**src/i2c_engine_pkg.sv**
```systemverilog
// Purpose: Shared constants and types for the two-wire master byte engine
// Assumes: APB register access, 32-bit data, one word per register
// Notes: Offsets are byte addresses
package i2c_engine_pkg;
	// Register byte offsets
	localparam logic [7:0] OFF_BUFFER = 8'h00;
	localparam logic [7:0] OFF_STATUS = 8'h04;
	localparam logic [7:0] OFF_CTRL2 = 8'h08;
	localparam logic [7:0] OFF_BAUD = 8'h0C;
	// Status register fields
	localparam int STAT_BF = 0;
	localparam int STAT_WRITE_COLLISION_FLAG = 1;
	localparam int STAT_OV = 2;
	localparam int STAT_IF = 3;
	localparam int STAT_BUSY = 4;
	// Second control register fields
	localparam int CTRL_RECEIVE_ENABLE_BIT = 3;
	localparam int CTRL_ACK_SEQUENCE_ENABLE = 4;
	localparam int CTRL_ACK_DATA_BIT = 5;
	localparam int CTRL_ACK_STATUS_BIT = 6;
	// Reset values
	localparam logic [15:0] BAUD_RESET = 16'h0031;
	localparam logic [7:0] BYTE_RESET = 8'h00;
	// Bits per byte and per byte with acknowledge
	localparam logic [3:0] BITS_BYTE = 4'h8;
	localparam logic [3:0] BITS_ACK = 4'h9;
	typedef enum {ST_IDLE, ST_LOW, ST_HIGH} phase_t;
	typedef enum {OP_TX, OP_RX, OP_ACK} op_t;
	// Pin group of one open-drain line
	typedef struct packed {
		logic o;
		logic oe;
	} od_pin_t;
endpackage

```
**src/i2c_master_byte_engine.sv**
```systemverilog
// Purpose: Byte transmit/receive engine of a two-wire master behind APB
// Assumes: pclk 200 MHz; bus lines open drain with external pull-ups
// Notes: Start, stop, restart and slave mode are handled elsewhere
// Summary of operation
// - Buffer write sets buffer-full and starts the baud generator.
// - Each bit is driven after clock falls; clock held low one period.
// - Clock released high for one period; data kept stable meanwhile.
// - On eighth falling edge clear buffer-full and release data line.
// - Address phase sends seven address bits then direction bit.
// - On ninth falling edge sample data line into acknowledge status.
// - Acknowledge status is bit 6 of second control register.
// - After ninth clock set interrupt flag, suspend, hold clock low.
// - Transmit buffer-full is status bit 0: set on write, cleared on eighth fall.
// - Buffer write during transmit sets collision flag and is dropped.
// - Collision flag cleared only by software.
// - Receive-enable (bit 3) starts receive only when idle; else ignored.
// - In receive, toggle clock each rollover and shift data in.
// - After eighth receive clock: clear enable, load buffer, flag, suspend.
// - Receive buffer-full set on load, cleared by buffer read.
// - Software sets ack-sequence enable (bit 4) to send an acknowledge.
// - Overflow set when a byte completes while buffer-full still set.
// - Buffer write during receive sets collision flag and is dropped.
`timescale 1ns/1ps
`default_nettype none
module i2c_master_byte_engine #(
	parameter int BAUD_W = 16
) (
	input wire logic pclk,
	input wire logic presetn,
	input wire logic psel,
	input wire logic penable,
	input wire logic pwrite,
	input wire logic [7:0] paddr,
	input wire logic [31:0] pwdata,
	output logic [31:0] prdata,
	output logic pready,
	output logic pslverr,
	input wire logic scl_i,
	output i2c_engine_pkg::od_pin_t scl_pin,
	input wire logic sda_i,
	output i2c_engine_pkg::od_pin_t sda_pin,
	output logic port_interrupt_flag
);
	// Pin synchronisers
	logic scl_m_r;
	logic scl_s_r;
	logic sda_m_r;
	logic sda_s_r;
	// Registers and engine state
	logic [7:0] transfer_buffer_r;
	logic [7:0] bit_shift_register_r;
	logic buffer_full_flag_r;
	logic write_collision_flag_r;
	logic receive_overflow_flag_r;
	logic port_interrupt_flag_r;
	logic ack_status_bit_r;
	logic ack_data_bit_r;
	logic receive_enable_bit_r;
	logic ack_sequence_enable_r;
	logic [BAUD_W-1:0] baud_reload_r;
	logic [BAUD_W-1:0] baud_cnt_r;
	logic [3:0] bit_cnt_r;
	logic scl_low_r;
	logic sda_low_r;
	i2c_engine_pkg::phase_t phase_r;
	i2c_engine_pkg::op_t op_r;
	logic [31:0] prdata_r;

	// Bus decode
	wire logic access = psel && penable;
	wire logic wr = access && pwrite;
	wire logic rd = access && !pwrite;
	wire logic hit_buf = paddr == i2c_engine_pkg::OFF_BUFFER;
	wire logic hit_stat = paddr == i2c_engine_pkg::OFF_STATUS;
	wire logic hit_ctrl = paddr == i2c_engine_pkg::OFF_CTRL2;
	wire logic hit_baud = paddr == i2c_engine_pkg::OFF_BAUD;
	wire logic mapped = hit_buf || hit_stat || hit_ctrl || hit_baud;
	wire logic busy = phase_r != i2c_engine_pkg::ST_IDLE;
	wire logic buf_wr = wr && hit_buf;
	wire logic buf_rd = rd && hit_buf;
	wire logic ctrl_wr = wr && hit_ctrl;
	wire logic stat_wr = wr && hit_stat;
	// Collision: buffer write while shifting in or out
	wire logic collide = buf_wr && busy;
	wire logic start_tx = buf_wr && !busy;
	// Receive start only from idle; a write while busy is dropped
	wire logic start_rx = ctrl_wr && !busy && pwdata[i2c_engine_pkg::CTRL_RECEIVE_ENABLE_BIT];
	wire logic start_ack = ctrl_wr && !busy && !start_rx
		&& pwdata[i2c_engine_pkg::CTRL_ACK_SEQUENCE_ENABLE];
	// Baud rollover; a zero reload still gives one cycle per phase
	// A low phase lasts reload plus one pclk cycles, a high phase two more for a nonzero reload, so software sets
	// the bit rate by loading the reload register before a transfer.
	// A reload written mid-byte takes effect at the next phase change.
	wire logic rollover = baud_cnt_r == '0;
	// Clock stretching: high phase counts only once the line is seen high
	wire logic scl_seen_high = scl_s_r;
	wire logic fall_evt = busy && phase_r == i2c_engine_pkg::ST_HIGH && rollover;
	wire logic rise_evt = busy && phase_r == i2c_engine_pkg::ST_LOW && rollover;
	wire logic [3:0] bit_next = bit_cnt_r + 4'h1;
	wire logic [3:0] op_bits = (op_r == i2c_engine_pkg::OP_TX) ? i2c_engine_pkg::BITS_ACK
		: (op_r == i2c_engine_pkg::OP_RX) ? i2c_engine_pkg::BITS_BYTE : 4'h1;
	wire logic last_fall = fall_evt && bit_next == op_bits;
	wire logic tx_eighth = fall_evt && op_r == i2c_engine_pkg::OP_TX
		&& bit_next == i2c_engine_pkg::BITS_BYTE;
	wire logic rx_done = last_fall && op_r == i2c_engine_pkg::OP_RX;
	wire logic tx_done = last_fall && op_r == i2c_engine_pkg::OP_TX;
	wire logic [7:0] shift_in = {bit_shift_register_r[6:0], sda_s_r};

	// Read mux
	wire logic [31:0] stat_word = {27'h0, busy, port_interrupt_flag_r,
		receive_overflow_flag_r, write_collision_flag_r, buffer_full_flag_r};
	wire logic [31:0] ctrl_word = {25'h0, ack_status_bit_r, ack_data_bit_r,
		ack_sequence_enable_r, receive_enable_bit_r, 3'h0};
	wire logic [31:0] rd_word = hit_buf ? {24'h0, transfer_buffer_r}
		: hit_stat ? stat_word
		: hit_ctrl ? ctrl_word
		: hit_baud ? {{(32-BAUD_W){1'b0}}, baud_reload_r} : 32'h0;

	assign pready = 1'b1;
	assign pslverr = access && !mapped;
	assign prdata = prdata_r;
	assign port_interrupt_flag = port_interrupt_flag_r;
	assign scl_pin = '{o: 1'b0, oe: scl_low_r};
	assign sda_pin = '{o: 1'b0, oe: sda_low_r};

	// Two-flop synchronisers on both bus lines
	// Reset to the pull-up level so no false edge follows reset.
	// Only the second stage feeds logic; the first may be metastable.
	always_ff @(posedge pclk or negedge presetn)
	begin
		if (!presetn)
		begin
			scl_m_r <= 1'b1;
			scl_s_r <= 1'b1;
			sda_m_r <= 1'b1;
			sda_s_r <= 1'b1;
		end
		else
		begin
			scl_m_r <= scl_i;
			scl_s_r <= scl_m_r;
			sda_m_r <= sda_i;
			sda_s_r <= sda_m_r;
		end
	end

	// Read data registered in the access cycle, held between reads
	// Zero wait states: the answer is ready one edge after the access.
	always_ff @(posedge pclk or negedge presetn)
	begin
		if (!presetn)
			prdata_r <= 32'h0;
		else if (rd)
			prdata_r <= rd_word;
	end

	// Baud period register, software loaded
	always_ff @(posedge pclk or negedge presetn)
	begin
		if (!presetn)
			baud_reload_r <= BAUD_W'(i2c_engine_pkg::BAUD_RESET);
		else if (wr && hit_baud)
			baud_reload_r <= pwdata[BAUD_W-1:0];
	end

	// Baud counter: reload at every phase change, stalls high until line high
	always_ff @(posedge pclk or negedge presetn)
	begin
		if (!presetn)
			baud_cnt_r <= '0;
		else if (start_tx || start_rx || start_ack || fall_evt || rise_evt)
			baud_cnt_r <= baud_reload_r;
		else if (busy && !rollover && (phase_r == i2c_engine_pkg::ST_LOW || scl_seen_high))
			baud_cnt_r <= baud_cnt_r - 1'b1;
	end

	// Bit phase sequencer: low one period, high one period
	always_ff @(posedge pclk or negedge presetn)
	begin
		if (!presetn)
		begin
			phase_r <= i2c_engine_pkg::ST_IDLE;
			op_r <= i2c_engine_pkg::OP_TX;
			bit_cnt_r <= 4'h0;
		end
		else
		begin
			case (phase_r)
				i2c_engine_pkg::ST_IDLE:
				begin
					bit_cnt_r <= 4'h0;
					if (start_tx)
					begin
						op_r <= i2c_engine_pkg::OP_TX;
						phase_r <= i2c_engine_pkg::ST_LOW;
					end
					else if (start_rx)
					begin
						op_r <= i2c_engine_pkg::OP_RX;
						phase_r <= i2c_engine_pkg::ST_LOW;
					end
					else if (start_ack)
					begin
						op_r <= i2c_engine_pkg::OP_ACK;
						phase_r <= i2c_engine_pkg::ST_LOW;
					end
				end
				i2c_engine_pkg::ST_LOW:
					if (rise_evt)
						phase_r <= i2c_engine_pkg::ST_HIGH;
				i2c_engine_pkg::ST_HIGH:
					if (fall_evt)
					begin
						bit_cnt_r <= bit_next;
						// Suspend after last clock, line held low
						phase_r <= last_fall ? i2c_engine_pkg::ST_IDLE
							: i2c_engine_pkg::ST_LOW;
					end
				default:
					phase_r <= i2c_engine_pkg::ST_IDLE;
			endcase
		end
	end

	// Clock line: released in high phase and after reset, otherwise pulled low
	// A command pulls the clock low at once, so the first bit is set up
	// under a low clock; otherwise its rising edge would be lost
	// After the last clock of a byte the line stays held low until the
	// next command, which keeps the slave from seeing a stray edge.
	always_ff @(posedge pclk or negedge presetn)
	begin
		if (!presetn)
			scl_low_r <= 1'b0;
		else if (start_tx || start_rx || start_ack)
			scl_low_r <= 1'b1;
		else if (rise_evt)
			scl_low_r <= 1'b0;
		else if (fall_evt)
			scl_low_r <= 1'b1;
	end

	// Data line drive: MSB first, address then direction bit
	// Data changes only at a command or on a falling clock event, so the line is steady
	// for the whole high phase and the slave may sample anywhere in it.
	// Receive and acknowledge share this register so that one driver
	// owns the data line at a time.
	always_ff @(posedge pclk or negedge presetn)
	begin
		if (!presetn)
		begin
			sda_low_r <= 1'b0;
			bit_shift_register_r <= i2c_engine_pkg::BYTE_RESET;
		end
		else if (start_tx)
		begin
			// First bit driven while clock low after falling edge
			bit_shift_register_r <= {pwdata[6:0], 1'b0};
			sda_low_r <= !pwdata[7];
		end
		else if (start_rx)
			sda_low_r <= 1'b0;
		else if (start_ack)
			sda_low_r <= !ack_data_bit_r;
		else if (fall_evt && op_r == i2c_engine_pkg::OP_TX)
		begin
			if (bit_next >= i2c_engine_pkg::BITS_BYTE)
				sda_low_r <= 1'b0; // Release for slave ack
			else
			begin
				sda_low_r <= !bit_shift_register_r[7];
				bit_shift_register_r <= {bit_shift_register_r[6:0], 1'b0};
			end
		end
		else if (fall_evt && op_r == i2c_engine_pkg::OP_ACK)
			sda_low_r <= 1'b0;
		else if (rise_evt && op_r == i2c_engine_pkg::OP_RX)
			bit_shift_register_r <= bit_shift_register_r; // Sample at high end
		else if (fall_evt && op_r == i2c_engine_pkg::OP_RX)
			bit_shift_register_r <= shift_in;
	end

	// Buffer and buffer-full flag
	// A received byte loading in the same cycle as a buffer read wins,
	// so a fresh byte is never reported as already consumed.
	always_ff @(posedge pclk or negedge presetn)
	begin
		if (!presetn)
		begin
			transfer_buffer_r <= i2c_engine_pkg::BYTE_RESET;
			buffer_full_flag_r <= 1'b0;
		end
		else if (start_tx)
		begin
			transfer_buffer_r <= pwdata[7:0];
			buffer_full_flag_r <= 1'b1;
		end
		else if (rx_done)
		begin
			transfer_buffer_r <= shift_in;
			buffer_full_flag_r <= 1'b1;
		end
		else if (tx_eighth)
			buffer_full_flag_r <= 1'b0;
		else if (buf_rd)
			buffer_full_flag_r <= 1'b0;
	end

	// Sticky flags; hardware set wins over a same-cycle software clear
	// Writing one to a flag bit keeps it, so software can clear one flag
	// without losing another that was set meanwhile.
	always_ff @(posedge pclk or negedge presetn)
	begin
		if (!presetn)
		begin
			write_collision_flag_r <= 1'b0;
			receive_overflow_flag_r <= 1'b0;
			port_interrupt_flag_r <= 1'b0;
		end
		else
		begin
			// Collision cleared only by a status write of zero
			if (collide)
				write_collision_flag_r <= 1'b1;
			else if (stat_wr && !pwdata[i2c_engine_pkg::STAT_WRITE_COLLISION_FLAG])
				write_collision_flag_r <= 1'b0;
			if (rx_done && buffer_full_flag_r && !buf_rd)
				receive_overflow_flag_r <= 1'b1;
			else if (stat_wr && !pwdata[i2c_engine_pkg::STAT_OV])
				receive_overflow_flag_r <= 1'b0;
			if (last_fall)
				port_interrupt_flag_r <= 1'b1;
			else if (stat_wr && !pwdata[i2c_engine_pkg::STAT_IF])
				port_interrupt_flag_r <= 1'b0;
		end
	end

	// Second control register: enables auto-clear, ack status sampled
	// The acknowledge level is taken from the synchronised line, which
	// still shows the high-phase value at the ninth falling event.
	// Enables are set only when idle; a busy write still updates the ack data bit.
	always_ff @(posedge pclk or negedge presetn)
	begin
		if (!presetn)
		begin
			ack_status_bit_r <= 1'b0;
			ack_data_bit_r <= 1'b0;
			receive_enable_bit_r <= 1'b0;
			ack_sequence_enable_r <= 1'b0;
		end
		else
		begin
			if (ctrl_wr)
				ack_data_bit_r <= pwdata[i2c_engine_pkg::CTRL_ACK_DATA_BIT];
			if (start_rx)
				receive_enable_bit_r <= 1'b1;
			else if (rx_done)
				receive_enable_bit_r <= 1'b0;
			if (start_ack)
				ack_sequence_enable_r <= 1'b1;
			else if (last_fall && op_r == i2c_engine_pkg::OP_ACK)
				ack_sequence_enable_r <= 1'b0;
			// Low line means acknowledged
			if (tx_done)
				ack_status_bit_r <= sda_s_r;
		end
	end
endmodule
`default_nettype wire

```
**config.mk**
```make
export PLATFORM = sky130hd
export DESIGN_NAME = i2c_master_byte_engine
export DESIGN_NICKNAME = d
export VERILOG_FILES = /design/src/i2c_engine_pkg.sv /design/src/i2c_master_byte_engine.sv
export SDC_FILE = /design/constraint.sdc
export NUM_CORES = 1
export LEC_CHECK = 0
export ABC_AREA = 1
export BUFFER_PORTS_ARGS = -buffer_cell sky130_fd_sc_hd__buf_4
export CORE_MARGIN = 3
export CORE_UTILIZATION = 50
export CTS_CLUSTER_DIAMETER = 30
export DETAILED_ROUTE_END_ITERATION = 12
export PLACE_DENSITY = 0.7
export SETUP_SLACK_MARGIN = 0.4
export SYNTH_ARGS = -nofsm -noshare
export SYNTH_HDL_FRONTEND = slang
export SYNTH_SLANG_ARGS = --single-unit
```
**constraint.sdc**
```tcl
create_clock -name pclk -period 2.5 [get_ports pclk]
set_clock_uncertainty 0.2 [all_clocks]
set_input_delay 0.5 -clock pclk [delete_from_list [all_inputs] [get_ports pclk]]
set_output_delay 0.5 -clock pclk [all_outputs]
set_load 0.02 [all_outputs]
```
=== After elaboration in Yosys (flattened, before gate mapping) ===
Index checks and enable logic that the tools add are counted.

* Register bits: 162
* Output and inout bits: 39
* Word-level logic and storage cells: 174

* $add $sub $neg: 2
* Magnitude comparators: 1
* Eq/ne operators: 19
* Multiplexer cells: 53
* Reduce and logical (&&, ||, !) cells: 77

{| class="wikitable"
|+ Operators by type and width
! kind !! number
|-
| two-way mux 32 bit || 8
|-
| equality test 32 x 2 -> 1 bit, second input constant || 3
|-
| two-way mux 16 bit || 6
|-
| one-hot mux 32 bit (3 select lines) || 1
|-
| two-way mux 8 bit || 10
|-
| equality test 32 x 3 -> 1 bit, second input constant || 2
|-
| logical NOT 32 bit || 2
|-
| logical AND 1 bit || 35
|-
| equality test 32 x 1 -> 1 bit, second input constant || 1
|-
| nonzero test 32 bit || 1
|-
| two-way mux 1 bit || 24
|-
| equality test 8 x 4 -> 1 bit, second input constant || 2
|-
| logical NOT 16 bit || 1
|-
| nonzero test 2 bit || 8
|-
| subtractor 16 x 1 -> 16 bit, second input constant || 1
|-
| logical NOT 1 bit || 12
|-
| two-way mux 4 bit || 3
|-
| inequality test 3 bit, second input constant || 3
|-
| nonzero test 3 bit || 3
|-
| equality test 8 x 3 -> 1 bit, second input constant || 1
|-
| logical NOT 8 bit || 1
|-
| logical OR 1 bit || 8
|-
| inequality test 2 bit, second input constant || 4
|-
| one-hot mux 4 bit (2 select lines) || 1
|-
| 10 further kinds || 11
|}

=== Depth between registers and ports, before layout ===
* Word-level depth: 12
* Mapped depth: 14

=== Worst setup path before layout ===
OpenSTA, ideal clock, no wires.

* Path kind: input port to output port
* From: in paddr[7]
* To: out pslverr
* Data arrival time: 1455 ps
* Slack: 345 ps
* Stages on the path: 6
* Cell sequence: nor2_1 -> nand2_1 -> inv_2 -> nand3_1 -> inv_2 -> nor3_1

* Word-level cells in the longest chain between the ends: 6

{| class="wikitable"
|+ Ends and longest elaborated chain
! item !! RTL line !! RTL
|-
| start: declaration || i2c_master_byte_engine.sv:33 || <nowiki>input wire logic [7:0] paddr,</nowiki>
|-
| equality test 8 x 3 -> 1 bit or logical NOT 8 bit (tied branches) || i2c_master_byte_engine.sv:74, i2c_master_byte_engine.sv:73 ||
|-
| logical OR 1 bit (2 in series) || i2c_master_byte_engine.sv:77 || <nowiki>wire logic mapped = hit_buf || hit_stat || hit_ctrl || hit_baud;</nowiki>
|-
| logical OR 1 bit (*) || i2c_master_byte_engine.sv:77 ||
|-
| logical NOT 1 bit (*) || i2c_master_byte_engine.sv:120 || <nowiki>assign pslverr = access && !mapped;</nowiki>
|-
| logical AND 1 bit (*) || i2c_master_byte_engine.sv:120 ||
|-
| end: declaration || i2c_master_byte_engine.sv:37 || <nowiki>output logic pslverr,</nowiki>
|}

Mark *: on every way between the ends. The rest lies on a longest branch, timed or not.

=== Worst setup path in the final report ===
* From: reg baud_cnt_r[1]
* To: reg bit_shift_register_r[3]

* Word-level cells in the longest chain between the ends: 7

{| class="wikitable"
|+ Ends and longest elaborated chain
! item !! RTL line !! RTL
|-
| start: declaration || i2c_master_byte_engine.sv:61 || <nowiki>logic [BAUD_W-1:0] baud_cnt_r;</nowiki>
|-
| start signal: assignment || i2c_master_byte_engine.sv:172 || <nowiki>baud_cnt_r <= baud_reload_r;</nowiki>
|-
| start signal: assignment || i2c_master_byte_engine.sv:174 || <nowiki>baud_cnt_r <= baud_cnt_r - 1'b1;</nowiki>
|-
| logical NOT 16 bit (*) || i2c_master_byte_engine.sv:94 || <nowiki>wire logic rollover = baud_cnt_r == '0;</nowiki>
|-
| logical AND 1 bit || i2c_master_byte_engine.sv:97 || <nowiki>wire logic fall_evt = busy && phase_r == i2c_engine_pkg::ST_HIGH && rollover;</nowiki>
|-
| logical AND 1 bit || i2c_master_byte_engine.sv:264 || <nowiki>else if (fall_evt && op_r == i2c_engine_pkg::OP_TX)</nowiki>
|-
| two-way mux 8 bit || i2c_master_byte_engine.sv:264 ||
|-
| two-way mux 8 bit || i2c_master_byte_engine.sv:262 || <nowiki>else if (start_ack)</nowiki>
|-
| two-way mux 8 bit || i2c_master_byte_engine.sv:260 || <nowiki>else if (start_rx)</nowiki>
|-
| two-way mux 8 bit || i2c_master_byte_engine.sv:254 || <nowiki>else if (start_tx)</nowiki>
|-
| end signal: assignment || i2c_master_byte_engine.sv:252 || <nowiki>bit_shift_register_r <= i2c_engine_pkg::BYTE_RESET;</nowiki>
|-
| end signal: assignment || i2c_master_byte_engine.sv:257 || <nowiki>bit_shift_register_r <= {pwdata[6:0], 1'b0};</nowiki>
|-
| end signal: assignment || i2c_master_byte_engine.sv:271 || <nowiki>bit_shift_register_r <= {bit_shift_register_r[6:0], 1'b0};</nowiki>
|-
| end: declaration || i2c_master_byte_engine.sv:51 || <nowiki>logic [7:0] bit_shift_register_r;</nowiki>
|}

Mark *: on every way between the ends. The rest lies on a longest branch, timed or not. The select of a mux whose other input is x is not followed.
A chain may end at the register's enable or synchronous reset.

==> flow_summary.html <==
<table>
<tr><th>Metric</th><th>Value</th></tr>
<tr><th colspan="2">Routing</th></tr>
<tr><td>Count of TritonRoute iterations in the first routing pass</td><td>6</td></tr>
<tr><td>Via total after detailed routing</td><td>about 4200</td></tr>
<tr><td>Routed wire per std cell</td><td>~15 um</td></tr>
<tr><td>Antenna viol nets, final</td><td>0</td></tr>
<tr><td>Drc violations</td><td>0</td></tr>
<tr><td>Post-Route WL</td><td>~12000 um</td></tr>
<tr><td>Iteration-0 DRC Markers</td><td>about 250</td></tr>
<tr><td>Vias per cell</td><td>5.35</td></tr>
<tr><th colspan="2">Global route</th></tr>
<tr><td>Wire length of the first global-routing pass</td><td>roughly 19000 um</td></tr>
<tr><td>Maximum number of pins on one net before global-route repair</td><td>41</td></tr>
<tr><td>Initial antenna violation count</td><td>0</td></tr>
<tr><td>Grt ovf</td><td>0</td></tr>
<tr><td>Gr usage total</td><td>between 20% and 30%</td></tr>
<tr><td>Number of global-route vias before repair</td><td>3850</td></tr>
<tr><th colspan="2">Pwr</th></tr>
<tr><td>Sum of internal, switching and leakage power</td><td>about 0.0026 W</td></tr>
<tr><td>Max rail drop VDD</td><td>roughly 0.33 mV</td></tr>
<tr><td>Logic gate share of total power</td><td>7.6%</td></tr>
<tr><td>Part of the total power dissipated in the clock network</td><td>a little under two fifths</td></tr>
<tr><td>Cell leakage power</td><td>around 2.8 nW</td></tr>
<tr><td>Internal Power</td><td>between 0.0015 and 0.002 W</td></tr>
<tr><td>Net switching power</td><td>about 0.00067 W</td></tr>
<tr><td>Pwr/cell area</td><td>roughly 460 mW/mm^2</td></tr>
<tr><td>Proportion of power drawn by flip-flops and latches</td><td>54.2%</td></tr>
<tr><td>Sw Ratio</td><td>between 20% and 30%</td></tr>
<tr><th colspan="2">Layout</th></tr>
<tr><td>Most frequent standard cell in the layout excluding fill and tap cells</td><td>sky130_fd_sc_hd__nand2_1</td></tr>
<tr><td>Total non-filler cell area in the finished layout</td><td>between 0.005 and 0.006 sq mm</td></tr>
<tr><td>Fraction of final layout cells with drive strength greater than 1</td><td>between 20% and 30%</td></tr>
<tr><td>N_diodes</td><td>0</td></tr>
<tr><td>Leading cell types in the layout, fill and taps excluded</td><td>sky130_fd_sc_hd__nand2_1, sky130_fd_sc_hd__dfrtp_1, sky130_fd_sc_hd__buf_4</td></tr>
<tr><td>Post-layout net count</td><td>approximately 730</td></tr>
<tr><td>Area growth from synthesis to final layout</td><td>20.5%</td></tr>
<tr><td>Count of placed standard cells in the final layout, fillers left out</td><td>approximately 800</td></tr>
<tr><th colspan="2">Critical path</th></tr>
<tr><td>Critical-path cell list</td><td>inv_2 -&gt; ha_4 -&gt; inv_2 -&gt; nor2_2 -&gt; nand3_2 -&gt; nor2_4 -&gt; nand2_4 -&gt; nor2_8 -&gt; o21ai_4 -&gt; nand2_4 -&gt; nand3_2 -&gt; nand2_1 -&gt; inv_1</td></tr>
<tr><td>Critical path capture point type</td><td>flop</td></tr>
<tr><td>Worst endpoint required time</td><td>approximately 2600 ps</td></tr>
<tr><td>Delay of the slowest cell on the worst path</td><td>between 400 and 500 ps</td></tr>
<tr><td>Type of the worst setup path</td><td>flop to flop</td></tr>
<tr><td>Maximum fanout along the worst path</td><td>6</td></tr>
<tr><td>Start point of the critical path</td><td>baud_cnt_r[1]$_DFFE_PN0P_</td></tr>
<tr><td>Worst r2r src</td><td>baud_cnt_r[1]$_DFFE_PN0P_</td></tr>
<tr><td>Master of the slowest instance on the critical path</td><td>sky130_fd_sc_hd__dfrtp_1</td></tr>
<tr><td>Data arrival, critical path</td><td>~2100 ps</td></tr>
<tr><td>Type of origin of the critical path</td><td>flop</td></tr>
<tr><th colspan="2">CTS</th></tr>
<tr><td>Register clock-pin slew on the reported worst setup and hold paths</td><td>~90 ps</td></tr>
<tr><td>Depth of the CTS H-tree</td><td>3</td></tr>
<tr><td>CTS root buffer</td><td>sky130_fd_sc_hd__clkbuf_8</td></tr>
<tr><td>Cts bufs inserted</td><td>9</td></tr>
<tr><td>TritonCTS clock tree</td><td>built</td></tr>
<tr><td>Skew-Pair Late Insertion Delay</td><td>between 300 and 400 ps</td></tr>
<tr><td>CTS sink cnt</td><td>86</td></tr>
<tr><td>Number of buffers between clock root and the deepest sink</td><td>2</td></tr>
<tr><th colspan="2">Floorplanning</th></tr>
<tr><td>IO Pins</td><td>86</td></tr>
<tr><td>Core outline area</td><td>about 0.0089 sq mm</td></tr>
<tr><td>Initial core utilization</td><td>a little over half</td></tr>
<tr><td>Die Y-Extent</td><td>103 um</td></tr>
<tr><td>Die area</td><td>about 0.011 sq mm</td></tr>
<tr><td>Num rows</td><td>34</td></tr>
<tr><td>Die width</td><td>about 100 um</td></tr>
<tr><th colspan="2">Place</th></tr>
<tr><td>Place WS</td><td>~260 ps</td></tr>
<tr><td>Placer congestion estimate</td><td>slightly below 0.9</td></tr>
<tr><td>Buffers added on ports</td><td>50</td></tr>
<tr><td>Detailed Place HPWL</td><td>just under 9000 um</td></tr>
<tr><td>Placed instance area</td><td>just over 0.005 sq mm</td></tr>
<tr><td>Number of cells after detailed placement</td><td>approximately 750</td></tr>
<tr><th colspan="2">Synth</th></tr>
<tr><td>Most used flip-flop cell after synthesis</td><td>sky130_fd_sc_hd__dfrtp_1</td></tr>
<tr><td>Number of different library cells in the post-synthesis netlist</td><td>39</td></tr>
<tr><td>Async set-or-reset flop fraction in the synthesized netlist</td><td>100%</td></tr>
<tr><td>Sequential element share of the synthesized area</td><td>a little under half</td></tr>
<tr><td>YS warnings</td><td>0</td></tr>
<tr><td>Post-synthesis cell area</td><td>about 0.0047 sq mm</td></tr>
<tr><td>Gate Count Post-Synth</td><td>between 600 and 700</td></tr>
<tr><td>Flip-flop and latch count after synthesis</td><td>86</td></tr>
<tr><td>Count of flip-flops with a built-in enable after synthesis</td><td>0</td></tr>
<tr><td>Average cell area after synthesis</td><td>around 7.9 sq um</td></tr>
<tr><th colspan="2">Min path</th></tr>
<tr><td>Worst Hold Class</td><td>primary input to flop</td></tr>
<tr><td>Hold_sp</td><td>sda_i</td></tr>
<tr><th colspan="2">STA</th></tr>
<tr><td>Final count of negative-setup-slack endpoints</td><td>0</td></tr>
<tr><td>Final setup slack of the worst path</td><td>between 400 and 500 ps</td></tr>
<tr><td>Transition time of the tightest slew-check pin</td><td>about 530 ps</td></tr>
<tr><td>Min Tclk post-route</td><td>2080 ps</td></tr>
<tr><td>Max Clk Rate</td><td>approximately 0.48 GHz</td></tr>
<tr><td>Count of final max-slew check failures</td><td>0</td></tr>
<tr><td>Worst-case headroom to the max-slew limit</td><td>around 65%</td></tr>
<tr><td>Post-Route Setup TNS</td><td>0 ps</td></tr>
<tr><td>Number of endpoints with negative hold slack in the final report</td><td>0</td></tr>
<tr><td>Share of the clock period used by the worst path</td><td>a little over four fifths</td></tr>
<tr><td>Setup repair after global routing missed its margin</td><td>yes</td></tr>
<tr><th colspan="2">Outcome</th></tr>
<tr><td>Outcome</td><td>finished, final reports clean</td></tr>
<tr><th colspan="2">Job</th></tr>
<tr><td>Max-Cap Viols</td><td>0</td></tr>
</table>
-- area by class of cell --
type | instances | area, sq um
clock buffers | 9 | 124
clock inverters | 7 | 77.6
fillers | 770 | 3240
inverters | 61 | 229
multi-input cells | 438 | 2330
flip-flops and latches | 86 | 2160
well taps | 108 | 135
repair buffers | 79 | 636
-- synth_stat cells, types with 4 or more instances --
cell type	instances	area share (%)
sky130_fd_sc_hd__o21ai_0	29	3.1
sky130_fd_sc_hd__o21ai_1	4	0.42
sky130_fd_sc_hd__dfstp_2	7	3.9
sky130_fd_sc_hd__mux2_2	4	0.95
sky130_fd_sc_hd__buf_2	8	0.85
sky130_fd_sc_hd__inv_1	50	4.0
sky130_fd_sc_hd__nand3_1	58	6.1
sky130_fd_sc_hd__nor2_2	13	1.7
sky130_fd_sc_hd__xor2_1	7	1.3
sky130_fd_sc_hd__nand2_1	165	13
sky130_fd_sc_hd__nand3b_1	4	0.64
sky130_fd_sc_hd__inv_2	10	0.79
sky130_fd_sc_hd__dfrtp_1	79	42
sky130_fd_sc_hd__nor2_1	57	4.5
sky130_fd_sc_hd__nand4_1	17	2.3
sky130_fd_sc_hd__a21oi_1	23	2.4
sky130_fd_sc_hd__buf_4	22	3.5
-- critical path, delay by kind of cell, from the launching register on --
kind	cells	cell delay [ps]
AOI/OAI and AO/OA	1	140
adders and majority gates	1	140
buffers and inverters	3	150
DFF	1	420
and+or+nand+nor	8	920
-- per-layer routing --
| layer | global-route usage (%) | part of all wire (%) | vias up |
|---|---|---|---|
| met5 | 0 | 0 | - |
| met4 | 8.17 | 2.5 | 0 |
| met3 | 3.35 | 5.3 | 26 |
| met2 | 36.9 | 49 | 136 |
| met1 | 31.5 | 43 | 1996 |
| li1 | - | - | 2058 |
-- flip-flops by register name, indices dropped and copies added, names as in the netlist, 2 cells and up --
register	flops
transfer_buffer_r	8
bit_shift_register_r	8
prdata	16
phase_r	2
op_r	2
baud_cnt_r	16
baud_reload_r	16
bit_cnt_r	4
-- power by group through the flow --
| stage | Combinational (W) | Clock, W | Sequential (W) |
|---|---|---|---|
| 2_1_floorplan | 0.0000885 | 0 | 0.00147 |
| 3_3_place_gp | 0.000196 | 0 | 0.00145 |
| 3_5_place_dp | 0.000198 | 0 | 0.00146 |
| 4_1_cts | 0.000200 | 0.00103 | 0.00143 |
| 5_1_grt | 0.000220 | 0.00110 | 0.00143 |
| 6_report | 0.000201 | 0.00101 | 0.00143 |
-- what timing repair did --
item / in CTS / in global routing
resized for setup: 8 / 33
hold buffers: 1 / 0
setup endpoints to repair: 15 / 35
hold endpoints to repair: 34 / 0
pin swaps: 0 / 15
buffers inserted: 1 / 16
gates cloned: 0 / 2
-- through the flow --
stage | hold slack (ps) | util [%]
2_1_floorplan | 4.41 | -
3_3_place_gp | 146 | 57.7
3_5_place_dp | 147 | 57.7
4_1_cts | 32.4 | 60.5
5_1_grt | 23.8 | 63.7
6_report | 46.0 | 63.7
-- cell families after synthesis --
kind of cell | share of synthesized area (%)
xor gates and xnor gates | 1.85
and+or+nand+nor | 32.1
AOI/OAI and AO/OA | 8.45
adders and majority gates | 0.795
DFF | 45.7
other | 0.159
buffers and inverters | 9.91
muxes | 0.954
-- worst paths after layout --
path | endpoint | slack (ps) | depth (start not counted)
max | bit_shift_register_r[3]$_DFFE_PN0P_ | 420 | 13
min | sda_m_r$_DFF_PN1_ | 50 | 1
max reg2reg | bit_shift_register_r[3]$_DFFE_PN0P_ | 420 | 13
min reg2reg | scl_s_r$_DFF_PN1_ | 160 | 0
max in group asynchronous | baud_reload_r[5]$_DFFE_PN1P_ | 1010 | 3
min in group asynchronous | prdata[5]$_DFFE_PN0P_ | 430 | 2
(Power assumes the default switching activity.)
